## src/rtl/spj_regs.svh

```systemverilog
// register offsets, field positions and reset values of the shared port
// assumes a 32-bit AXI4-Lite slave, one register per aligned word
`ifndef SPJ_REGS_SVH
`define SPJ_REGS_SVH
`define SPJ_IDX_OUT_DATA 6'h28
`define SPJ_IDX_PIN_INPUT 6'h29
`define SPJ_IDX_DIRECTION 6'h2A
`define SPJ_IDX_DRIVE 6'h2B
`define SPJ_IDX_PULL_EN 6'h2C
`define SPJ_IDX_POLARITY 6'h2D
`define SPJ_IDX_IRQ_EN 6'h2E
`define SPJ_IDX_EDGE_FLAGS 6'h2F
`define SPJ_IDX_PERIPH_EN 6'h30
`define SPJ_IMPL_MASK 8'hC3
`define SPJ_RST_ZERO 8'h00
`define SPJ_RST_PULL_EN 8'hC3
`define SPJ_BIT_CAN_TX 7
`define SPJ_BIT_CAN_RX 6
`define SPJ_BIT_I2C_SCL 1
`define SPJ_BIT_I2C_SDA 0
`define SPJ_EN_CAN 0
`define SPJ_EN_I2C 1
`define SPJ_RESP_OKAY 2'h0
`define SPJ_RESP_SLVERR 2'h2
`endif

```

## src/rtl/spj_pkg.sv

```systemverilog
// types shared by the shared port j block
// assumes spj_regs.svh for numeric constants
package spj_pkg;
    typedef struct packed {
        logic [7:0] din;
        logic [7:0] dout;
        logic [7:0] oe;
        logic [7:0] reduced;
        logic [7:0] pull_on;
        logic [7:0] pull_up;
    } spj_pins_t;
    typedef struct packed {
        logic can_en;
        logic can_tx;
        logic i2c_en;
        logic i2c_scl_low;
        logic i2c_sda_low;
    } spj_periph_t;
    typedef enum logic [2:0] {
        SPJ_W_IDLE = 3'b001,
        SPJ_W_RESP = 3'b010,
        SPJ_W_HOLD = 3'b100
    } spj_wstate_t;
endpackage : spj_pkg

```

## src/rtl/spj_edge_det.sv

```systemverilog
// edge detection and sticky flags with write-one-to-clear
// assumes pin levels already synchronised
`include "spj_regs.svh"
`timescale 1ns/1ps
`default_nettype none
module spj_edge_det (
    input wire logic clk,
    input wire logic rst,
    input wire logic [7:0] pin_sync,
    input wire logic [7:0] polarity,
    input wire logic [7:0] clear_mask,
    output logic [7:0] flags
);
    logic [7:0] prev_reg;
    logic [7:0] flags_reg;
    logic [7:0] active;
    // polarity 0 falling, 1 rising
    assign active = `SPJ_IMPL_MASK & ((polarity & pin_sync & ~prev_reg) |
        (~polarity & ~pin_sync & prev_reg));
    always_ff @(posedge clk) begin
        if (rst) begin
            prev_reg <= `SPJ_RST_PULL_EN;
        end else begin
            prev_reg <= pin_sync;
        end
    end
    // set wins over a same-cycle clear
    always_ff @(posedge clk) begin
        if (rst) begin
            flags_reg <= `SPJ_RST_ZERO;
        end else begin
            flags_reg <= (flags_reg & ~clear_mask) | active;
        end
    end
    assign flags = flags_reg;
endmodule : spj_edge_det
`default_nettype wire

```

## src/rtl/spj_pin_mux.sv

```systemverilog
// per-pin ownership, direction and pull logic for the four port pins
// assumes peripheral enables are synchronous to SYS_CLK
`include "spj_regs.svh"
`timescale 1ns/1ps
`default_nettype none
module spj_pin_mux (
    input wire logic rst,
    input wire spj_pkg::spj_periph_t periph,
    input wire logic [7:0] out_data,
    input wire logic [7:0] direction,
    input wire logic [7:0] drive,
    input wire logic [7:0] pull_en,
    input wire logic [7:0] polarity,
    output logic [7:0] dout,
    output logic [7:0] oe,
    output logic [7:0] reduced,
    output logic [7:0] pull_on,
    output logic [7:0] pull_up
);
    import spj_pkg::*;
    // a macro literal cannot be bit-selected, so give the mask a name
    localparam logic [7:0] IMPL_MASK = `SPJ_IMPL_MASK;
    genvar i;
    generate
        for (i = 0; i < 8; i++) begin : g_pin
            logic can_own, i2c_own, is_out, od, drv, lvl;
            logic i2c_low;
            if (i == `SPJ_BIT_I2C_SCL) begin : g_scl
                assign i2c_low = periph.i2c_scl_low;
            end else begin : g_sda
                assign i2c_low = periph.i2c_sda_low;
            end
            assign can_own = periph.can_en &&
                (i == `SPJ_BIT_CAN_TX || i == `SPJ_BIT_CAN_RX);
            assign i2c_own = !can_own && periph.i2c_en &&
                (i == `SPJ_BIT_I2C_SCL || i == `SPJ_BIT_I2C_SDA);
            // open drain: enable only while pulling low
            assign od = i2c_own;
            always_comb begin
                is_out = 1'b0;
                lvl = 1'b0;
                if (rst || !IMPL_MASK[i]) begin
                    is_out = 1'b0;
                end else if (can_own) begin
                    is_out = (i == `SPJ_BIT_CAN_TX);
                    lvl = periph.can_tx;
                end else if (i2c_own) begin
                    is_out = i2c_low;
                    lvl = 1'b0;
                end else begin
                    is_out = direction[i];
                    lvl = out_data[i];
                end
            end
            assign drv = is_out;
            assign dout[i] = lvl;
            assign oe[i] = drv;
            assign reduced[i] = drv && !od && !rst && drive[i];
            // pull only for inputs or wired-or, never push-pull
            always_comb begin
                if (!IMPL_MASK[i]) begin
                    pull_on[i] = 1'b0;
                    pull_up[i] = 1'b0;
                end else if (rst) begin
                    pull_on[i] = 1'b1;
                    pull_up[i] = 1'b1;
                end else begin
                    pull_on[i] = pull_en[i] &&
                        (od || !drv);
                    // pull-down only for a plain input
                    pull_up[i] = !polarity[i] || od;
                end
            end
        end
    endgenerate
endmodule : spj_pin_mux
`default_nettype wire

```

## src/rtl/spj_port.sv

```systemverilog
// shared port j: four-pin gpio shared with can and i2c, axi4-lite slave
// assumes one clock, synchronous active-high reset, pins as three signals
`include "spj_regs.svh"
`timescale 1ns/1ps
`default_nettype none
module spj_port (
    input wire logic SYS_CLK,
    input wire logic RST,
    input wire logic [31:0] S_AXI_AWADDR,
    input wire logic S_AXI_AWVALID,
    output logic S_AXI_AWREADY,
    input wire logic [31:0] S_AXI_WDATA,
    input wire logic [3:0] S_AXI_WSTRB,
    input wire logic S_AXI_WVALID,
    output logic S_AXI_WREADY,
    output logic [1:0] S_AXI_BRESP,
    output logic S_AXI_BVALID,
    input wire logic S_AXI_BREADY,
    input wire logic [31:0] S_AXI_ARADDR,
    input wire logic S_AXI_ARVALID,
    output logic S_AXI_ARREADY,
    output logic [31:0] S_AXI_RDATA,
    output logic [1:0] S_AXI_RRESP,
    output logic S_AXI_RVALID,
    input wire logic S_AXI_RREADY,
    input wire spj_pkg::spj_periph_t PERIPH,
    output logic CAN_RX,
    output logic I2C_SCL_IN,
    output logic I2C_SDA_IN,
    input wire logic [7:0] PIN_IN,
    output spj_pkg::spj_pins_t PIN_CTRL,
    output logic IRQ
);
    import spj_pkg::*;
    logic [7:0] out_data_reg, direction_reg, drive_reg, pull_en_reg;
    logic [7:0] polarity_reg, irq_en_reg;
    logic [1:0] periph_en_reg;
    logic [7:0] sync1_reg, sync2_reg;
    logic [7:0] flags, clear_mask;
    logic [7:0] dout, oe, reduced, pull_on, pull_up;
    spj_periph_t periph_eff;
    logic aw_got_reg, w_got_reg;
    logic [5:0] aw_idx_reg;
    logic [31:0] w_data_reg;
    logic [3:0] w_strb_reg;
    spj_wstate_t wstate_reg;
    logic bvalid_reg, rvalid_reg;
    logic [1:0] bresp_reg, rresp_reg;
    logic [31:0] rdata_reg;
    logic wr_fire, wr_ok;
    logic [7:0] wbyte;
    logic [5:0] ar_idx;
    logic [7:0] rbyte;
    logic r_ok;

    // peripheral enables are software bits gated with the controllers' own
    always_comb begin
        periph_eff = PERIPH;
        periph_eff.can_en = PERIPH.can_en && periph_en_reg[`SPJ_EN_CAN];
        periph_eff.i2c_en = PERIPH.i2c_en && periph_en_reg[`SPJ_EN_I2C];
    end

    spj_pin_mux u_mux (
        .rst(RST),
        .periph(periph_eff),
        .out_data(out_data_reg),
        .direction(direction_reg),
        .drive(drive_reg),
        .pull_en(pull_en_reg),
        .polarity(polarity_reg),
        .dout(dout),
        .oe(oe),
        .reduced(reduced),
        .pull_on(pull_on),
        .pull_up(pull_up)
    );

    // two-stage sync costs two cycles of read latency
    // reset to the pulled-up idle level, else a false edge follows reset
    always_ff @(posedge SYS_CLK) begin
        if (RST) begin
            sync1_reg <= `SPJ_RST_PULL_EN;
            sync2_reg <= `SPJ_RST_PULL_EN;
        end else begin
            sync1_reg <= PIN_IN;
            sync2_reg <= sync1_reg;
        end
    end

    spj_edge_det u_edge (
        .clk(SYS_CLK),
        .rst(RST),
        .pin_sync(sync2_reg),
        .polarity(polarity_reg),
        .clear_mask(clear_mask),
        .flags(flags)
    );

    always_ff @(posedge SYS_CLK) begin
        if (RST) begin
            PIN_CTRL.din <= `SPJ_RST_ZERO;
            PIN_CTRL.dout <= `SPJ_RST_ZERO;
            PIN_CTRL.oe <= `SPJ_RST_ZERO;
            PIN_CTRL.reduced <= `SPJ_RST_ZERO;
            PIN_CTRL.pull_on <= `SPJ_RST_PULL_EN;
            PIN_CTRL.pull_up <= `SPJ_RST_PULL_EN;
            CAN_RX <= 1'b1;
            I2C_SCL_IN <= 1'b1;
            I2C_SDA_IN <= 1'b1;
        end else begin
            PIN_CTRL.din <= sync2_reg & `SPJ_IMPL_MASK;
            PIN_CTRL.dout <= dout;
            PIN_CTRL.oe <= oe;
            PIN_CTRL.reduced <= reduced;
            PIN_CTRL.pull_on <= pull_on;
            PIN_CTRL.pull_up <= pull_up;
            CAN_RX <= sync2_reg[`SPJ_BIT_CAN_RX];
            I2C_SCL_IN <= sync2_reg[`SPJ_BIT_I2C_SCL];
            I2C_SDA_IN <= sync2_reg[`SPJ_BIT_I2C_SDA];
        end
    end

    assign IRQ = |(flags & irq_en_reg);

    // write path: address and data taken in either order
    assign S_AXI_AWREADY = !aw_got_reg && (wstate_reg == SPJ_W_IDLE);
    assign S_AXI_WREADY = !w_got_reg && (wstate_reg == SPJ_W_IDLE);
    assign wr_fire = aw_got_reg && w_got_reg && (wstate_reg == SPJ_W_IDLE);
    assign wbyte = w_data_reg[7:0] & `SPJ_IMPL_MASK;
    always_comb begin
        case (aw_idx_reg)
            `SPJ_IDX_OUT_DATA, `SPJ_IDX_PIN_INPUT, `SPJ_IDX_DIRECTION,
            `SPJ_IDX_DRIVE, `SPJ_IDX_PULL_EN, `SPJ_IDX_POLARITY,
            `SPJ_IDX_IRQ_EN, `SPJ_IDX_EDGE_FLAGS,
            `SPJ_IDX_PERIPH_EN: wr_ok = 1'b1;
            default: wr_ok = 1'b0;
        endcase
    end
    assign clear_mask = (wr_fire && w_strb_reg[0] &&
        aw_idx_reg == `SPJ_IDX_EDGE_FLAGS) ? wbyte : 8'h00;

    always_ff @(posedge SYS_CLK) begin
        if (RST) begin
            aw_got_reg <= 1'b0;
            w_got_reg <= 1'b0;
            aw_idx_reg <= 6'h00;
            w_data_reg <= 32'h0000_0000;
            w_strb_reg <= 4'h0;
        end else if (wr_fire) begin
            aw_got_reg <= 1'b0;
            w_got_reg <= 1'b0;
        end else begin
            if (S_AXI_AWVALID && S_AXI_AWREADY) begin
                aw_got_reg <= 1'b1;
                aw_idx_reg <= S_AXI_AWADDR[7:2];
            end
            if (S_AXI_WVALID && S_AXI_WREADY) begin
                w_got_reg <= 1'b1;
                w_data_reg <= S_AXI_WDATA;
                w_strb_reg <= S_AXI_WSTRB;
            end
        end
    end

    always_ff @(posedge SYS_CLK) begin
        if (RST) begin
            wstate_reg <= SPJ_W_IDLE;
            bvalid_reg <= 1'b0;
            bresp_reg <= `SPJ_RESP_OKAY;
        end else begin
            case (wstate_reg)
                SPJ_W_IDLE: begin
                    if (wr_fire) begin
                        bvalid_reg <= 1'b1;
                        bresp_reg <= wr_ok ? `SPJ_RESP_OKAY : `SPJ_RESP_SLVERR;
                        wstate_reg <= SPJ_W_RESP;
                    end
                end
                SPJ_W_RESP: begin
                    if (S_AXI_BREADY) begin
                        bvalid_reg <= 1'b0;
                        wstate_reg <= SPJ_W_HOLD;
                    end
                end
                SPJ_W_HOLD: begin
                    wstate_reg <= SPJ_W_IDLE;
                end
                default: begin
                    wstate_reg <= SPJ_W_IDLE;
                    bvalid_reg <= 1'b0;
                end
            endcase
        end
    end
    assign S_AXI_BVALID = bvalid_reg;
    assign S_AXI_BRESP = bresp_reg;

    // register file, byte lane 0 only
    always_ff @(posedge SYS_CLK) begin
        if (RST) begin
            out_data_reg <= `SPJ_RST_ZERO;
            direction_reg <= `SPJ_RST_ZERO;
            drive_reg <= `SPJ_RST_ZERO;
            pull_en_reg <= `SPJ_RST_PULL_EN;
            polarity_reg <= `SPJ_RST_ZERO;
            irq_en_reg <= `SPJ_RST_ZERO;
            periph_en_reg <= 2'h0;
        end else if (wr_fire && w_strb_reg[0]) begin
            case (aw_idx_reg)
                `SPJ_IDX_OUT_DATA: out_data_reg <= wbyte;
                `SPJ_IDX_DIRECTION: direction_reg <= wbyte;
                `SPJ_IDX_DRIVE: drive_reg <= wbyte;
                `SPJ_IDX_PULL_EN: pull_en_reg <= wbyte;
                `SPJ_IDX_POLARITY: polarity_reg <= wbyte;
                `SPJ_IDX_IRQ_EN: irq_en_reg <= wbyte;
                `SPJ_IDX_PERIPH_EN: periph_en_reg <= w_data_reg[1:0];
                default: out_data_reg <= out_data_reg;
            endcase
        end
    end

    // read path, one outstanding read
    assign S_AXI_ARREADY = !rvalid_reg;
    assign ar_idx = S_AXI_ARADDR[7:2];
    always_comb begin
        r_ok = 1'b1;
        case (ar_idx)
            `SPJ_IDX_OUT_DATA: rbyte = (direction_reg & out_data_reg) |
                (~direction_reg & sync2_reg);
            `SPJ_IDX_PIN_INPUT: rbyte = sync2_reg;
            `SPJ_IDX_DIRECTION: rbyte = direction_reg;
            `SPJ_IDX_DRIVE: rbyte = drive_reg;
            `SPJ_IDX_PULL_EN: rbyte = pull_en_reg;
            `SPJ_IDX_POLARITY: rbyte = polarity_reg;
            `SPJ_IDX_IRQ_EN: rbyte = irq_en_reg;
            `SPJ_IDX_EDGE_FLAGS: rbyte = flags;
            `SPJ_IDX_PERIPH_EN: rbyte = {6'h00, periph_en_reg};
            default: begin
                rbyte = 8'h00;
                r_ok = 1'b0;
            end
        endcase
    end
    always_ff @(posedge SYS_CLK) begin
        if (RST) begin
            rvalid_reg <= 1'b0;
            rdata_reg <= 32'h0000_0000;
            rresp_reg <= `SPJ_RESP_OKAY;
        end else if (S_AXI_ARVALID && S_AXI_ARREADY) begin
            rvalid_reg <= 1'b1;
            rdata_reg <= {24'h000000, ar_idx == `SPJ_IDX_PERIPH_EN ? rbyte :
                (rbyte & `SPJ_IMPL_MASK)};
            rresp_reg <= r_ok ? `SPJ_RESP_OKAY : `SPJ_RESP_SLVERR;
        end else if (S_AXI_RREADY) begin
            rvalid_reg <= 1'b0;
        end
    end
    assign S_AXI_RVALID = rvalid_reg;
    assign S_AXI_RDATA = rdata_reg;
    assign S_AXI_RRESP = rresp_reg;
endmodule : spj_port
`default_nettype wire

```

## config.mk

```make
export PLATFORM = sky130hd
export DESIGN_NAME = spj_port
export DESIGN_NICKNAME = d
export VERILOG_FILES = /design/src/rtl/spj_pkg.sv /design/src/rtl/spj_edge_det.sv /design/src/rtl/spj_pin_mux.sv /design/src/rtl/spj_port.sv
export VERILOG_INCLUDE_DIRS = /design/src /design/src/rtl
export SDC_FILE = /design/constraint.sdc
export NUM_CORES = 1
export LEC_CHECK = 0
export BUFFER_PORTS_ARGS = -buffer_cell sky130_fd_sc_hd__buf_2
export CAP_MARGIN = 40
export CORE_ASPECT_RATIO = 0.5
export CORE_MARGIN = 4
export CORE_UTILIZATION = 42
export CTS_BUF_LIST = sky130_fd_sc_hd__clkbuf_4 sky130_fd_sc_hd__clkbuf_8
export DETAILED_ROUTE_END_ITERATION = 8
export GPL_ROUTABILITY_DRIVEN = 0
export HOLD_SLACK_MARGIN = 0.15
export PLACE_DENSITY = 0.78
export SLEW_MARGIN = 5
export SYNTH_ARGS = -nofsm -noshare
export SYNTH_HDL_FRONTEND = slang
export SYNTH_SLANG_ARGS = --single-unit
```

## constraint.sdc

```tcl
create_clock -name SYS_CLK -period 1.55 [get_ports SYS_CLK]
set_input_delay 0 -clock SYS_CLK [delete_from_list [all_inputs] [get_ports SYS_CLK]]
set_output_delay 0 -clock SYS_CLK [all_outputs]
set_load 0.01 [all_outputs]
```

## After elaboration in Yosys (flattened, before gate mapping)

Cells that the tools add are included.

| operators by class | value |
|---|---|
| equal/unequal tests | 23 |
| bitwise logic cells | 18 |
| multiplexer cells | 25 |
| reduce and logical (&&, ||, !) cells | 60 |

Operator list:

| cell | number |
|---|---|
| 6-bit == test, second input constant | 18 |
| 8-bit one-hot mux with 9 select lines | 1 |
| 8-bit AND | 8 |
| 8-bit NOT | 5 |
| 1-bit logical AND | 25 |
| 8-bit bitwise OR | 3 |
| 2-bit AND reduction | 11 |
| 9-bit OR reduction | 2 |
| 1-bit 2-to-1 mux | 16 |
| 1-bit zero test | 13 |
| 8-bit 2-to-1 mux | 1 |
| 8-bit OR reduction | 1 |
| 3-bit 2-to-1 mux | 2 |
| 6-bit 2-to-1 mux | 1 |
| 3-bit one-hot mux with 2 select lines | 1 |
| 1-bit logical OR | 4 |
| 2-bit 2-to-1 mux | 2 |
| 2-bit != test, second input constant | 2 |
| 2-bit OR reduction | 2 |
| 3-bit by 1-bit == test with 1-bit output, second input constant | 1 |
| 3-bit by 2-bit == test with 1-bit output, second input constant | 1 |
| 3-bit == test, second input constant | 1 |
| 1-bit one-hot mux with 3 select lines | 1 |
| 3-bit AND reduction | 1 |
| 2 further kinds | 3 |

| word-level totals | value |
|---|---|
| output and inout bits | 93 |
| flip-flop bits (word level) | 143 |
| bits of input ports | 120 |

## Longest topological paths before layout

Gate-level depths: netlist (run 1).

| depth | value |
|---|---|
| word-level depth | 8 |
| mapped depth | 6 |
| mapped depth without buffers | 4 |

## Modules after synthesis

A second synthesis (run 1) with hierarchy kept.

| second synthesis, totals | value |
|---|---|
| cell total of the unflattened synthesis | 527 |
| area, all modules | 5,291.3 sq um |

Modules (own cells, without submodules):

| module | area an instance (sq um) | cells each | instances | sequential area each (sq um) |
|---|---|---|---|---|
| spj_port | 4,479.3 | 430 | 1 | 2,342.2 |
| spj_edge_det | 415.4 | 37 | 1 | 240.2 |
| spj_pin_mux | 396.6 | 60 | 1 | 0.0 |

## Least setup slack after synthesis (run 1)

OpenSTA, ideal clock, no wires.

| timing path | value |
|---|---|
| path kind | flip-flop to flip-flop |
| from | register aw_idx_reg[1] |
| to | register periph_en_reg[1] |
| required time | 1.422 ns |
| buffers on the path | 1 |
| stages on the path, launching flop included | 6 |
| arrival time | 1.482 ns |
| slack | -0.060 ns |
| clock period less this slack | 1.610 ns |
| cell sequence | dfxtp_1 > buf_4 > or4b_1 > nor4_2 > mux2i_1 > nor2_1 |

| between the ends | value |
|---|---|
| cells in the longest elaborated chain, start to end | 2 |

Ends and longest elaborated chain:

| what | line | text |
|---|---|---|
| start: declaration | spj_port.sv:43 | `logic [5:0] aw_idx_reg;` |
| start signal: assignment | spj_port.sv:155 | `aw_idx_reg <= S_AXI_AWADDR[7:2];` |
| 6-bit == test | spj_port.sv:209 | `case (aw_idx_reg)` |
| 2-bit AND reduction (no source line) | -- |  |
| end signal: assignment | spj_port.sv:216 | `` `SPJ_IDX_PERIPH_EN: periph_en_reg <= w_data_reg[1:0]; `` |
| end: declaration | spj_port.sv:37 | `logic [1:0] periph_en_reg;` |

Every way passes these cells.
A chain may end at the register's enable or synchronous reset.

## Worst setup path in the final report (run 1)

| timing path | value |
|---|---|
| from | register aw_idx_reg[3] |
| to | register periph_en_reg[0] |

Same word-level chain as after synthesis.

==> results of run 1 <==
routing by layer:
layer  global-route usage (%)  wire, microns  vias to the layer above
met5                        0              0                        -
met4                     5.81             95                        0
met2                     29.7           4880                      153
met3                     5.65            851                       10
li1                         -              -                     1682
met1                     21.7           4490                     1664
worst min-delay path, stage by stage:
cell      delay, ns
buf_2          0.10
nand2b_1       0.11
o31ai_2        0.08
nand3_1        0.14
a211oi_1       0.08
worst max path at each step:
stage | startpoint | endpoint | slack [ns] | cells after the start
after global placement | aw_idx_reg[3] | periph_en_reg[0] | -0.05 | 4
final | aw_idx_reg[3] | periph_en_reg[0] | 0.03 | 4
after CTS | wstate_reg[0] | w_data_reg[7] | 0.0005 | 5
after global routing | aw_idx_reg[3] | periph_en_reg[1] | -0.06 | 4
after detailed placement | aw_idx_reg[3] | periph_en_reg[1] | -0.08 | 4
after floorplan | aw_idx_reg[1] | periph_en_reg[1] | -0.05 | 5
power groups by stage:
stage                     combinational (W)  clock [W]  sequential, W
after floorplan                    0.000403          0        0.00258
after global placement             0.000509          0        0.00258
after detailed placement           0.000517          0        0.00258
after CTS                          0.000584    0.00158        0.00252
after global routing               0.000673    0.00171        0.00253
final                              0.000615    0.00154        0.00252
cells by family (layout without fill, tap and decap cells):
family | Yosys count | after routing | synth area share [%]
compound gates | 60 | 60 | 9.19
buf+inv | 75 | 173 | 11.5
flops | 94 | 94 | 45.3
mux | 42 | 42 | 11.1
other cells | 1 | 50 | 0.0903
simple gates | 162 | 162 | 22.8
synth_stat cells, drive strengths merged:
master / number / area [sq um]
nand4: 2 / 12.5
a21oi: 25 / 125
or3: 3 / 18.8
and3: 5 / 31.3
or3b: 5 / 43.8
nand3b: 2 / 27.5
and2: 9 / 56.3
nand4b: 1 / 8.76
a31oi: 3 / 18.8
nand2b: 28 / 175
o32ai: 1 / 8.76
a221oi: 1 / 8.76
conb: 1 / 3.75
buf: 58 / 415
a32oi: 1 / 8.76
clkbuf: 9 / 33.8
nand3: 12 / 60.1
mux4: 3 / 67.6
o21ai: 9 / 45.0
inv: 8 / 30.0
and2b: 1 / 7.51
mux2i: 38 / 380
and4bb: 1 / 12.5
nand2: 14 / 52.6
o221ai: 3 / 26.3
nor2: 46 / 173
a211oi: 1 / 7.51
o31ai: 5 / 42.5
a222oi: 1 / 10.0
nor3b: 3 / 45.1
or4b: 1 / 10.0
or2: 12 / 75.1
nor3: 7 / 46.3
a22oi: 5 / 37.5
mux2: 1 / 11.3
dfxtp: 94 / 1880
a311oi: 3 / 26.3
a21o: 1 / 7.51
nor4: 2 / 33.8
and4b: 2 / 20.0
a211o: 1 / 8.76
nor2b: 6 / 37.5
area by class of cell:
| cell class | count | area [sq um] | area share (%) |
|---|---|---|---|
| inverters | 8 | 30.0 | 0.558 |
| clock inverters | 5 | 42.5 | 0.790 |
| multi-input cells | 314 | 2050 | 38.0 |
| clock buffers | 11 | 145 | 2.70 |
| repair buffers | 149 | 1060 | 19.7 |
| flip-flops and latches | 94 | 1890 | 35.1 |
| well taps | 135 | 169 | 3.14 |
stage by stage:
| stage | area (sq um) | power, W |
|---|---|---|
| CTS | 5310 | 0.00468 |
| finish | 5390 | 0.00468 |
| global placement | 4760 | 0.00309 |
| floorplan | 4380 | 0.00298 |
| global route | 5390 | 0.00491 |
| detailed placement | 4760 | 0.00310 |
what timing repair did:
item / 4_1_cts / 5_1_grt
gates resized for setup: 3 / 17
hold endpoints to repair: 47 / 0
endpoints found under the setup margin: 29 / 38
pin swaps: 2 / 2
setup buffers: 1 / 1
hold buffers: 34 / 0
==> metrics.md, run 1 <==
| Metric | Value |
|---|---|
| Dpl cells | `664` |
| Top Family by Delay on Critical Path | `simple AND/OR/NAND/NOR gates` |
| Via density | `4.90` |
| Layout net count | `696` |
| Number of global-route vias before repair | `3,415` |
| CTS root buf | `clkbuf_8` |
| Slew Limit Fails | `0` |
| RSZ-0062 raised after global routing | `true` |
| # rows | `25` |
| Fin crit share | `98.2%` |
| R2R Setup Slk | `0.03 ns` |
| Clock power frac | `32.9%` |
| Kind of critical path | `reg2reg` |
| Die height | `78.3 microns` |
| Final setup violation count | `0` |
| Final worst slack | `0.0272 ns` |
| Global-route wire length before repair | `16,300 microns` |
| Clock Latency Late Sink | `0.36 ns` |
| Pwr Density | `868 nW/um^2` |
| Routed via count | `3,509` |
| Worst path max stage delay | `0.55 ns` |
| I/O pin cnt | `213` |
| Skew final | `0.0122 ns` |
| WP data arrival | `1.77 ns` |
| Number of max-cap violations | `0` |
| Routed Antenna Nets | `0` |
| Die area | `11,600 sq um` |
| Synth cell types | `50` |
| Max Buffers Root-to-Sink | `2` |
| CP Data Required Time | `1.80 ns` |
| Combinational cell fraction of total power | `13.2%` |
| Most frequent cells in the layout | `dfxtp_1 (90), buf_2 (73), conb_1 (50)` |
| Tot GR Track Use | `17.7%` |
| Status | `complete, no violations` |
| DRT Wirelength | `10,300 microns` |
| Worst reg2reg path depth | `4` |
| Initial core utilization | `43.5%` |
| CTS tree | `built` |
| Initial antenna violation count | `0` |
| 1st-iter DRT viols | `195` |
| Number of H-tree levels | `3` |
| Die width | `149 microns` |
| Grt total ovfl | `0` |
| Switching Share | `26.6%` |
| Drt first pass iters | `5` |
| Leakage | `2.34 nW` |
| Crit start category | `register` |
| DP HPWL | `7260 microns` |
| Register bit total from synthesis | `94` |
| Seq/Total Area, Yosys | `45.3%` |
| Layout overhead on the synthesized area | `29.7%` |
| Num CTS Buffers | `9` |
| Ant. Diodes | `0` |
| Synth Area per Inst | `9.57 sq um` |
| CORE AREA | `9540 sq um` |
| Syn Inst Count | `434` |
| Max reg flops | `24` |
| Switching Power | `0.00124 W` |
| Placement Setup Slack | `-0.0819 ns` |
| Worst Hold End | `S_AXI_RDATA[7]` |
| Max FO, Critical Path | `3` |
| VDD IR max | `0.379 mV` |
| Routed WL per cell | `14.4 microns` |
| Crit. End Element | `register` |
| Hold path depth | `5` |
| Crit path buffers/inverters | `0` |
| Cell Chain, Critical Path | `or4b_4, nor4_4, mux2i_1, nor2_1` |
| # DRC | `0` |
| Final Hold Vio Count | `0` |
| Most common cell after layout, fill and taps aside | `dfxtp_1` |
| Fin cells | `716` |
| Syn. warnings | `0` |
| Seq pwr share | `54.0%` |
| # fillers | `826` |
| Post-Syn Area | `4150 sq um` |
| Share of cells above drive strength 1 | `30.1%` |
| IO buf count | `75` |
| CTS Sinks | `94` |
| Int Power | `0.00343 W` |
| R2r startpoint | `aw_idx_reg[3]` |
| Clk pin slew, worst setup/hold paths | `0.09 ns` |
| WHS | `0.197 ns` |
| Slowest cell on the critical path | `or4b_4` |
| Worst hold start | `S_AXI_ARADDR[6]` |
| FMAX | `657 MHz` |
| Fin crit period | `1.52 ns` |
| Worst Hold Class | `in2reg` |
| Setup TNS | `0 ns` |
| Pin count of the biggest net entering global routing | `26` |
| Reg-to-reg endpoint | `periph_en_reg[0]` |
| Post-layout util | `56.4%` |
Note: power is estimated with default switching activity, not from simulation.
==> run 2: changes to the inputs <==
--- a/config.mk
+++ b/config.mk
@@ -7,15 +7,15 @@
 export NUM_CORES = 1
 export LEC_CHECK = 0
 export BUFFER_PORTS_ARGS = -buffer_cell sky130_fd_sc_hd__buf_2
-export CAP_MARGIN = 40
 export CORE_ASPECT_RATIO = 0.5
 export CORE_MARGIN = 4
-export CORE_UTILIZATION = 42
+export CORE_UTILIZATION = 41
 export CTS_BUF_LIST = sky130_fd_sc_hd__clkbuf_4 sky130_fd_sc_hd__clkbuf_8
 export DETAILED_ROUTE_END_ITERATION = 8
 export GPL_ROUTABILITY_DRIVEN = 0
 export HOLD_SLACK_MARGIN = 0.15
-export PLACE_DENSITY = 0.78
+export PLACE_DENSITY = 0.76
+export SETUP_SLACK_MARGIN = 0.15
 export SLEW_MARGIN = 5
 export SYNTH_ARGS = -nofsm -noshare
 export SYNTH_HDL_FRONTEND = slang
==> metrics.md, run 2 (synthesized netlist as in run 1, its figures left out) <==
| Metric | Value |
|---|---|
| CTS tree | `built` |
| # rows | `25 (unchanged)` |
| Final worst slack | `0.0235 ns (-0.00367 ns)` |
| Placement Setup Slack | `-0.0753 ns (+0.00665 ns)` |
| Skew final | `0.0130 ns (+0.000776 ns)` |
| Routed WL per cell | `14.2 microns (-1.4%)` |
| Tot GR Track Use | `17.0% (-0.74 points)` |
| Routed Antenna Nets | `0 (unchanged)` |
| Layout overhead on the synthesized area | `31.1%` |
| WHS | `0.197 ns (+0.000214 ns)` |
| Max reg flops | `24 (unchanged)` |
| Least-Margin Pin Slew | `0.509 ns` |
| Leakage | `2.34 nW (about the same)` |
| Number of H-tree levels | `3 (unchanged)` |
| Final setup violation count | `0 (unchanged)` |
| Number of global-route vias before repair | `3,322 (-2.7%)` |
| Status | `complete, no violations` |
| VDD IR max | `0.402 mV (+6.2%)` |
| Die height | `79.2 microns (+1.1%)` |
| Worst reg2reg path depth | `4 (unchanged)` |
| Pin count of the biggest net entering global routing | `35 (+35%)` |
| Max FO, Critical Path | `4 (+1)` |
| Gr busiest metal | `met2` |
| Placed Instance Area | `4770 sq um (+0.10%)` |
| I/O pin cnt | `213 (unchanged)` |
| Crit start category | `register` |
| Area of the multi-input gates | `2130 sq um (+4.2%)` |
| CTS Sinks | `94 (unchanged)` |
| Pwr Density | `869 nW/um^2 (about the same)` |
| Fin crit share | `98.5% (+0.24 points)` |
| Clock Latency Late Sink | `0.38 ns (+0.02 ns)` |
| Most frequent cells in the layout | `dfxtp_1 (82), buf_2 (75), conb_1 (50)` |
| # DRC | `0 (unchanged)` |
| Fin crit period | `1.53 ns (+0.00367 ns)` |
| Share of cells above drive strength 1 | `33.4% (+3.3 points)` |
| Via density | `4.86 (-0.76%)` |
| FF/Latch Area | `1900 sq um (+0.53%)` |
| IO buf count | `75 (unchanged)` |
| FMAX | `655 MHz (-0.24%)` |
| Routed via count | `3,453 (-1.6%)` |
| CORE AREA | `9670 sq um (+1.3%)` |
| Num CTS Buffers | `9 (unchanged)` |
| Clk pin slew, worst setup/hold paths | `0.10 ns (about the same)` |
| Final Hold Vio Count | `0 (unchanged)` |
| Max Buffers Root-to-Sink | `2 (unchanged)` |
| Most common cell after layout, fill and taps aside | `dfxtp_1` |
| WP data arrival | `1.81 ns (+0.04 ns)` |
| Initial core utilization | `43.0% (-0.56 points)` |
| Layout net count | `690 (-0.86%)` |
| CTS root buf | `clkbuf_8` |
| Grt total ovfl | `0 (unchanged)` |
| M3 GR Usage | `3.76% (-1.9 points)` |
| Die width | `150 microns (+1.1%)` |
| DRT Wirelength | `10,100 microns (-2.2%)` |
| GR met1 Demand/Resource | `20.7% (-1.0 points)` |
| 1st-iter DRT viols | `149 (-24%)` |
| Number of max-cap violations | `0 (unchanged)` |
| Kind of critical path | `reg2reg` |
| GRT met2 Usage | `29.9% (+0.27 points)` |
| RSZ-0062 raised after global routing | `true` |
| CP Data Required Time | `1.84 ns (+0.04 ns)` |
| Slew Limit Fails | `0 (unchanged)` |
| DP HPWL | `7190 microns (-1.0%)` |
| Layout Cell Area excl Fill | `5440 sq um (+1.1%)` |
| Hold path depth | `5 (unchanged)` |
| # fillers | `841 (+1.8%)` |
| Die area | `11,900 sq um (+2.2%)` |
| Crit. End Element | `register` |
| Setup TNS | `0 ns (unchanged)` |
| Post-layout util | `56.3% (-0.12 points)` |
| Worst Hold Class | `in2reg` |
| Global-route wire length before repair | `15,800 microns (-3.0%)` |
| Drt first pass iters | `4 (-1)` |
| Initial antenna violation count | `0 (unchanged)` |
| Ant. Diodes | `0 (unchanged)` |
| Slew margin rel. | `66.1%` |
==> run 2: cell types whose count changed in the layout (fill, tap and decap cells not counted), sizes merged <==
cell         previous run  this run
inv                     9        11
clkinv                  3         2
clkbuf                 12        10
dlygate4sd3            34        30
buf                   114       113
==> run 2: area by class of cell <==
class / instances / share of cell area, %
clock buffer: 10 / 2.53
clock inverter: 6 / 0.988
inverter: 8 / 0.552
multi-input combinational: 314 / 39.2
sequential: 94 / 34.9
tap: 135 / 3.10
timing repair buffer: 143 / 18.8
==> run 2: what timing repair did <==
action | CTS | global route
setup endpoints to repair | 37 | 43
resized for setup | 19 | 28
buffers inserted | 0 | 2
pin swaps | 5 | 8
hold buffers | 30 | 0
hold endpoints to repair | 45 | 0
cloned | 0 | 0
==> run 2: final timing paths <==
| check | startpoint | endpoint | slack, ns |
|---|---|---|---|
| setup reg to reg | aw_idx_reg[2] | periph_en_reg[1] | 0.02 |
| hold / removal | S_AXI_ARADDR[2] | S_AXI_RDATA[7] | 0.20 |
| setup / recovery | aw_idx_reg[2] | periph_en_reg[1] | 0.02 |
| hold reg to reg | sync1_reg[7] | sync2_reg[7] | 0.41 |
==> run 2: report_power, final <==
group / switching (W) / internal, W / total [W]
Combinational: 0.000317 / 0.000301 / 0.000619
Sequential: 0.0000573 / 0.00248 / 0.00253
Clock: 0.000924 / 0.000655 / 0.00158
Total: 0.00130 / 0.00343 / 0.00473
==> run 2: layer usage <==
metal | up-vias | part of all wire, %
met5 | - | 0
met4 | 0 | 1.4
met3 | 11 | 6.5
met2 | 121 | 49
met1 | 1648 | 43
li1 | 1673 | -
==> run 2: metrics by stage <==
step / power, W / instances
final: 0.00473 / 710
after global routing: 0.00494 / 710
after CTS: 0.00474 / 708
after detailed placement: 0.00310 / 662
after global placement: 0.00309 / 662
after floorplan: 0.00299 / 483
==> run 2: worst max-delay path, stage by stage, from the launching register on <==
cell and delay (ns):
dfxtp_2 0.35, or4b_4 0.54, nor4_4 0.24, mux2i_1 0.26, nor2_1 0.06
==> run 3: changes to the inputs <==
--- a/config.mk
+++ b/config.mk
@@ -14,7 +14,8 @@
 export DETAILED_ROUTE_END_ITERATION = 8
 export GPL_ROUTABILITY_DRIVEN = 0
 export HOLD_SLACK_MARGIN = 0.15
-export PLACE_DENSITY = 0.76
+export PLACE_DENSITY = 0.73
+export REMOVE_ABC_BUFFERS = 1
 export SETUP_SLACK_MARGIN = 0.15
 export SLEW_MARGIN = 5
 export SYNTH_ARGS = -nofsm -noshare
==> constraint.sdc (replaced) <==
create_clock -name SYS_CLK -period 1.7 [get_ports SYS_CLK]
set_input_delay 0 -clock SYS_CLK [delete_from_list [all_inputs] [get_ports SYS_CLK]]
set_output_delay 0 -clock SYS_CLK [all_outputs]
set_load 0.01 [all_outputs]
==> metrics.md, run 3 (synthesized netlist as in run 1, its figures left out) <==
| Metric | Value |
|---|---|
| CTS Sinks | `94 (unchanged)` |
| Fin crit period | `1.55 ns (+0.0233 ns)` |
| Ant. Diodes | `0 (unchanged)` |
| Worst hold start | `S_AXI_ARADDR[6]` |
| RSZ-0062 raised after global routing | `true` |
| Pin count of the biggest net entering global routing | `23 (-34%)` |
| Clk pin slew, worst setup/hold paths | `0.09 ns (about the same)` |
| Max reg flops | `24 (unchanged)` |
| Routed Antenna Nets | `0 (unchanged)` |
| CP Data Required Time | `2.00 ns (+0.16 ns)` |
| R2r startpoint | `wstate_reg[2]` |
| Slew Limit Fails | `0 (unchanged)` |
| Die width | `150 microns (unchanged)` |
| Die height | `79.2 microns (unchanged)` |
| Setup TNS | `0 ns (unchanged)` |
| Int Power | `0.00343 W (-0.17%)` |
| CORE AREA | `9670 sq um (unchanged)` |
| GR met1 Demand/Resource | `22.1% (+1.4 points)` |
| Skew final | `0.0159 ns (+0.00288 ns)` |
| IO buf count | `75 (unchanged)` |
| Initial antenna violation count | `0 (unchanged)` |
| Clock Latency Late Sink | `0.36 ns (-0.02 ns)` |
| Via density | `4.81 (-1.1%)` |
| Final worst slack | `0.150 ns (+0.127 ns)` |
| Worst Hold Class | `in2reg` |
| Final setup violation count | `0 (unchanged)` |
| Crit. End Element | `register` |
| # rows | `25 (unchanged)` |
| Number of global-route vias before repair | `3,329 (+0.21%)` |
| Placement Setup Slack | `0.0552 ns (+0.131 ns)` |
| Switching Power | `0.00109 W (-16%)` |
| # fillers | `821 (-2.4%)` |
| Initial core utilization | `43.0% (unchanged)` |
| Global-route wire length before repair | `15,900 microns (+0.35%)` |
| Final Hold Vio Count | `0 (unchanged)` |
| CTS root buf | `clkbuf_8` |
| Most common cell after layout, fill and taps aside | `dfxtp_1` |
| # DRC | `0 (unchanged)` |
| FMAX | `645 MHz (-1.5%)` |
| Leakage | `2.35 nW (+0.12%)` |
| Most frequent cells in the layout | `dfxtp_1 (88), buf_2 (75), conb_1 (50)` |
| Grt total ovfl | `0 (unchanged)` |
| Number of max-cap violations | `0 (unchanged)` |
| Number of H-tree levels | `3 (unchanged)` |
| I/O pin cnt | `213 (unchanged)` |
| Worst path max stage delay | `0.38 ns (-0.16 ns)` |
| Switching Share | `24.2% (-3.3 points)` |
| Combinational cell fraction of total power | `11.8% (-1.3 points)` |
| Slowest cell on the critical path | `or3_4` |
| Share of cells above drive strength 1 | `29.4% (-4.0 points)` |
| CP Launch Point | `wstate_reg[2]` |
| M3 GR Usage | `4.68% (+0.91 points)` |
| Least-Margin Pin Slew | `0.526 ns (+0.0173 ns)` |
| Die area | `11,900 sq um (unchanged)` |
| VDD IR max | `0.455 mV (+13%)` |
| Slew margin rel. | `64.9% (-1.2 points)` |
| Max Buffers Root-to-Sink | `2 (unchanged)` |
| Kind of critical path | `reg2reg` |
| CTS tree | `built` |
| Seq pwr share | `51.1% (-2.4 points)` |
| Clock power frac | `37.1% (+3.7 points)` |
| GRT met2 Usage | `27.0% (-2.9 points)` |
| Num CTS Buffers | `9 (unchanged)` |
| Layout overhead on the synthesized area | `29.9%` |
| Layout net count | `694 (+0.58%)` |
| Crit start category | `register` |
| WP data arrival | `1.85 ns (+0.04 ns)` |
| Routed WL per cell | `13.8 microns (-2.9%)` |
| Routed via count | `3,435 (-0.52%)` |
| Cell Chain, Critical Path | `nand3b_4, or3_4, nor4_4, buf_6, mux2i_1` |
| Fin crit share | `91.2% (-7.3 points)` |
| Pwr Density | `837 nW/um^2 (-3.6%)` |
| Drt first pass iters | `4 (unchanged)` |
| Max FO, Critical Path | `4 (unchanged)` |
| DP HPWL | `7010 microns (-2.4%)` |
| Status | `complete, no violations` |
| Gr busiest metal | `met2` |
| Tot GR Track Use | `16.8% (-0.18 points)` |
| DRT Wirelength | `9850 microns (-2.4%)` |
| 1st-iter DRT viols | `134 (-10%)` |
[run 3: layout make-up]
cell class / instances / area, sq um / area share (%)
Multi-Input combinational cell: 314 / 2030 / 37.5
Sequential cell: 94 / 1890 / 35.0
Timing Repair Buffer: 147 / 1050 / 19.5
Tap cell: 135 / 169 / 3.13
Clock buffer: 11 / 151 / 2.81
Clock inverter: 5 / 81.3 / 1.51
Inverter: 8 / 30.0 / 0.556
[run 3: what timing repair did]
action / 4_1_cts / 5_1_grt
hold endpoints to repair: 44 / 0
setup endpoints to repair: 30 / 38
pin swaps: 2 / 6
resized for setup: 7 / 18
hold buffers: 36 / 0
buffers inserted: 1 / 3
[run 3: power by group through the flow]
stage / Clock [W] / Combinational [W] / Sequential, W
after global placement: 0 / 0.000435 / 0.00235
final: 0.00168 / 0.000535 / 0.00231
after CTS: 0.00170 / 0.000512 / 0.00230
after floorplan: 0 / 0.000229 / 0.00236
after detailed placement: 0 / 0.000442 / 0.00235
after global routing: 0.00181 / 0.000592 / 0.00232
[run 3: final timing paths]
kind	endpoint	slack [ns]	cells after the start
max	pull_en_reg[7]	0.15	5
min reg2reg	sync2_reg[7]	0.41	1
max reg2reg	pull_en_reg[7]	0.15	5
min	S_AXI_RDATA[0]	0.19	5
[run 3: per-stage QoR]
stage	total power (W)	std cells	util [%]	hold slack [ns]	instance area, sq um
detailed placement	0.00280	658	48.6	0.187	4700
global route	0.00472	714	55.8	0.227	5400
CTS	0.00452	711	55.1	0.177	5330
floorplan	0.00259	416	-	0.0691	3890
finish	0.00452	714	55.8	0.193	5400
global placement	0.00279	658	48.6	0.186	4700
[run 3: critical path, delay by kind of cell, from the launching register on]
| family | cells | cell delay [ns] |
|---|---|---|
| buffers and inverters | 1 | 0.17 |
| flip-flops | 1 | 0.35 |
| multiplexers | 1 | 0.17 |
| AND/OR/NAND/NOR | 3 | 0.78 |
[run 3: routing by layer]
layer | vias up | wire, microns | part of all wire [%]
li1 | 1682 | - | -
met1 | 1602 | 4390 | 45
met2 | 136 | 4420 | 45
met3 | 15 | 898 | 9.1
met4 | 0 | 140 | 1.4
met5 | - | 0 | 0
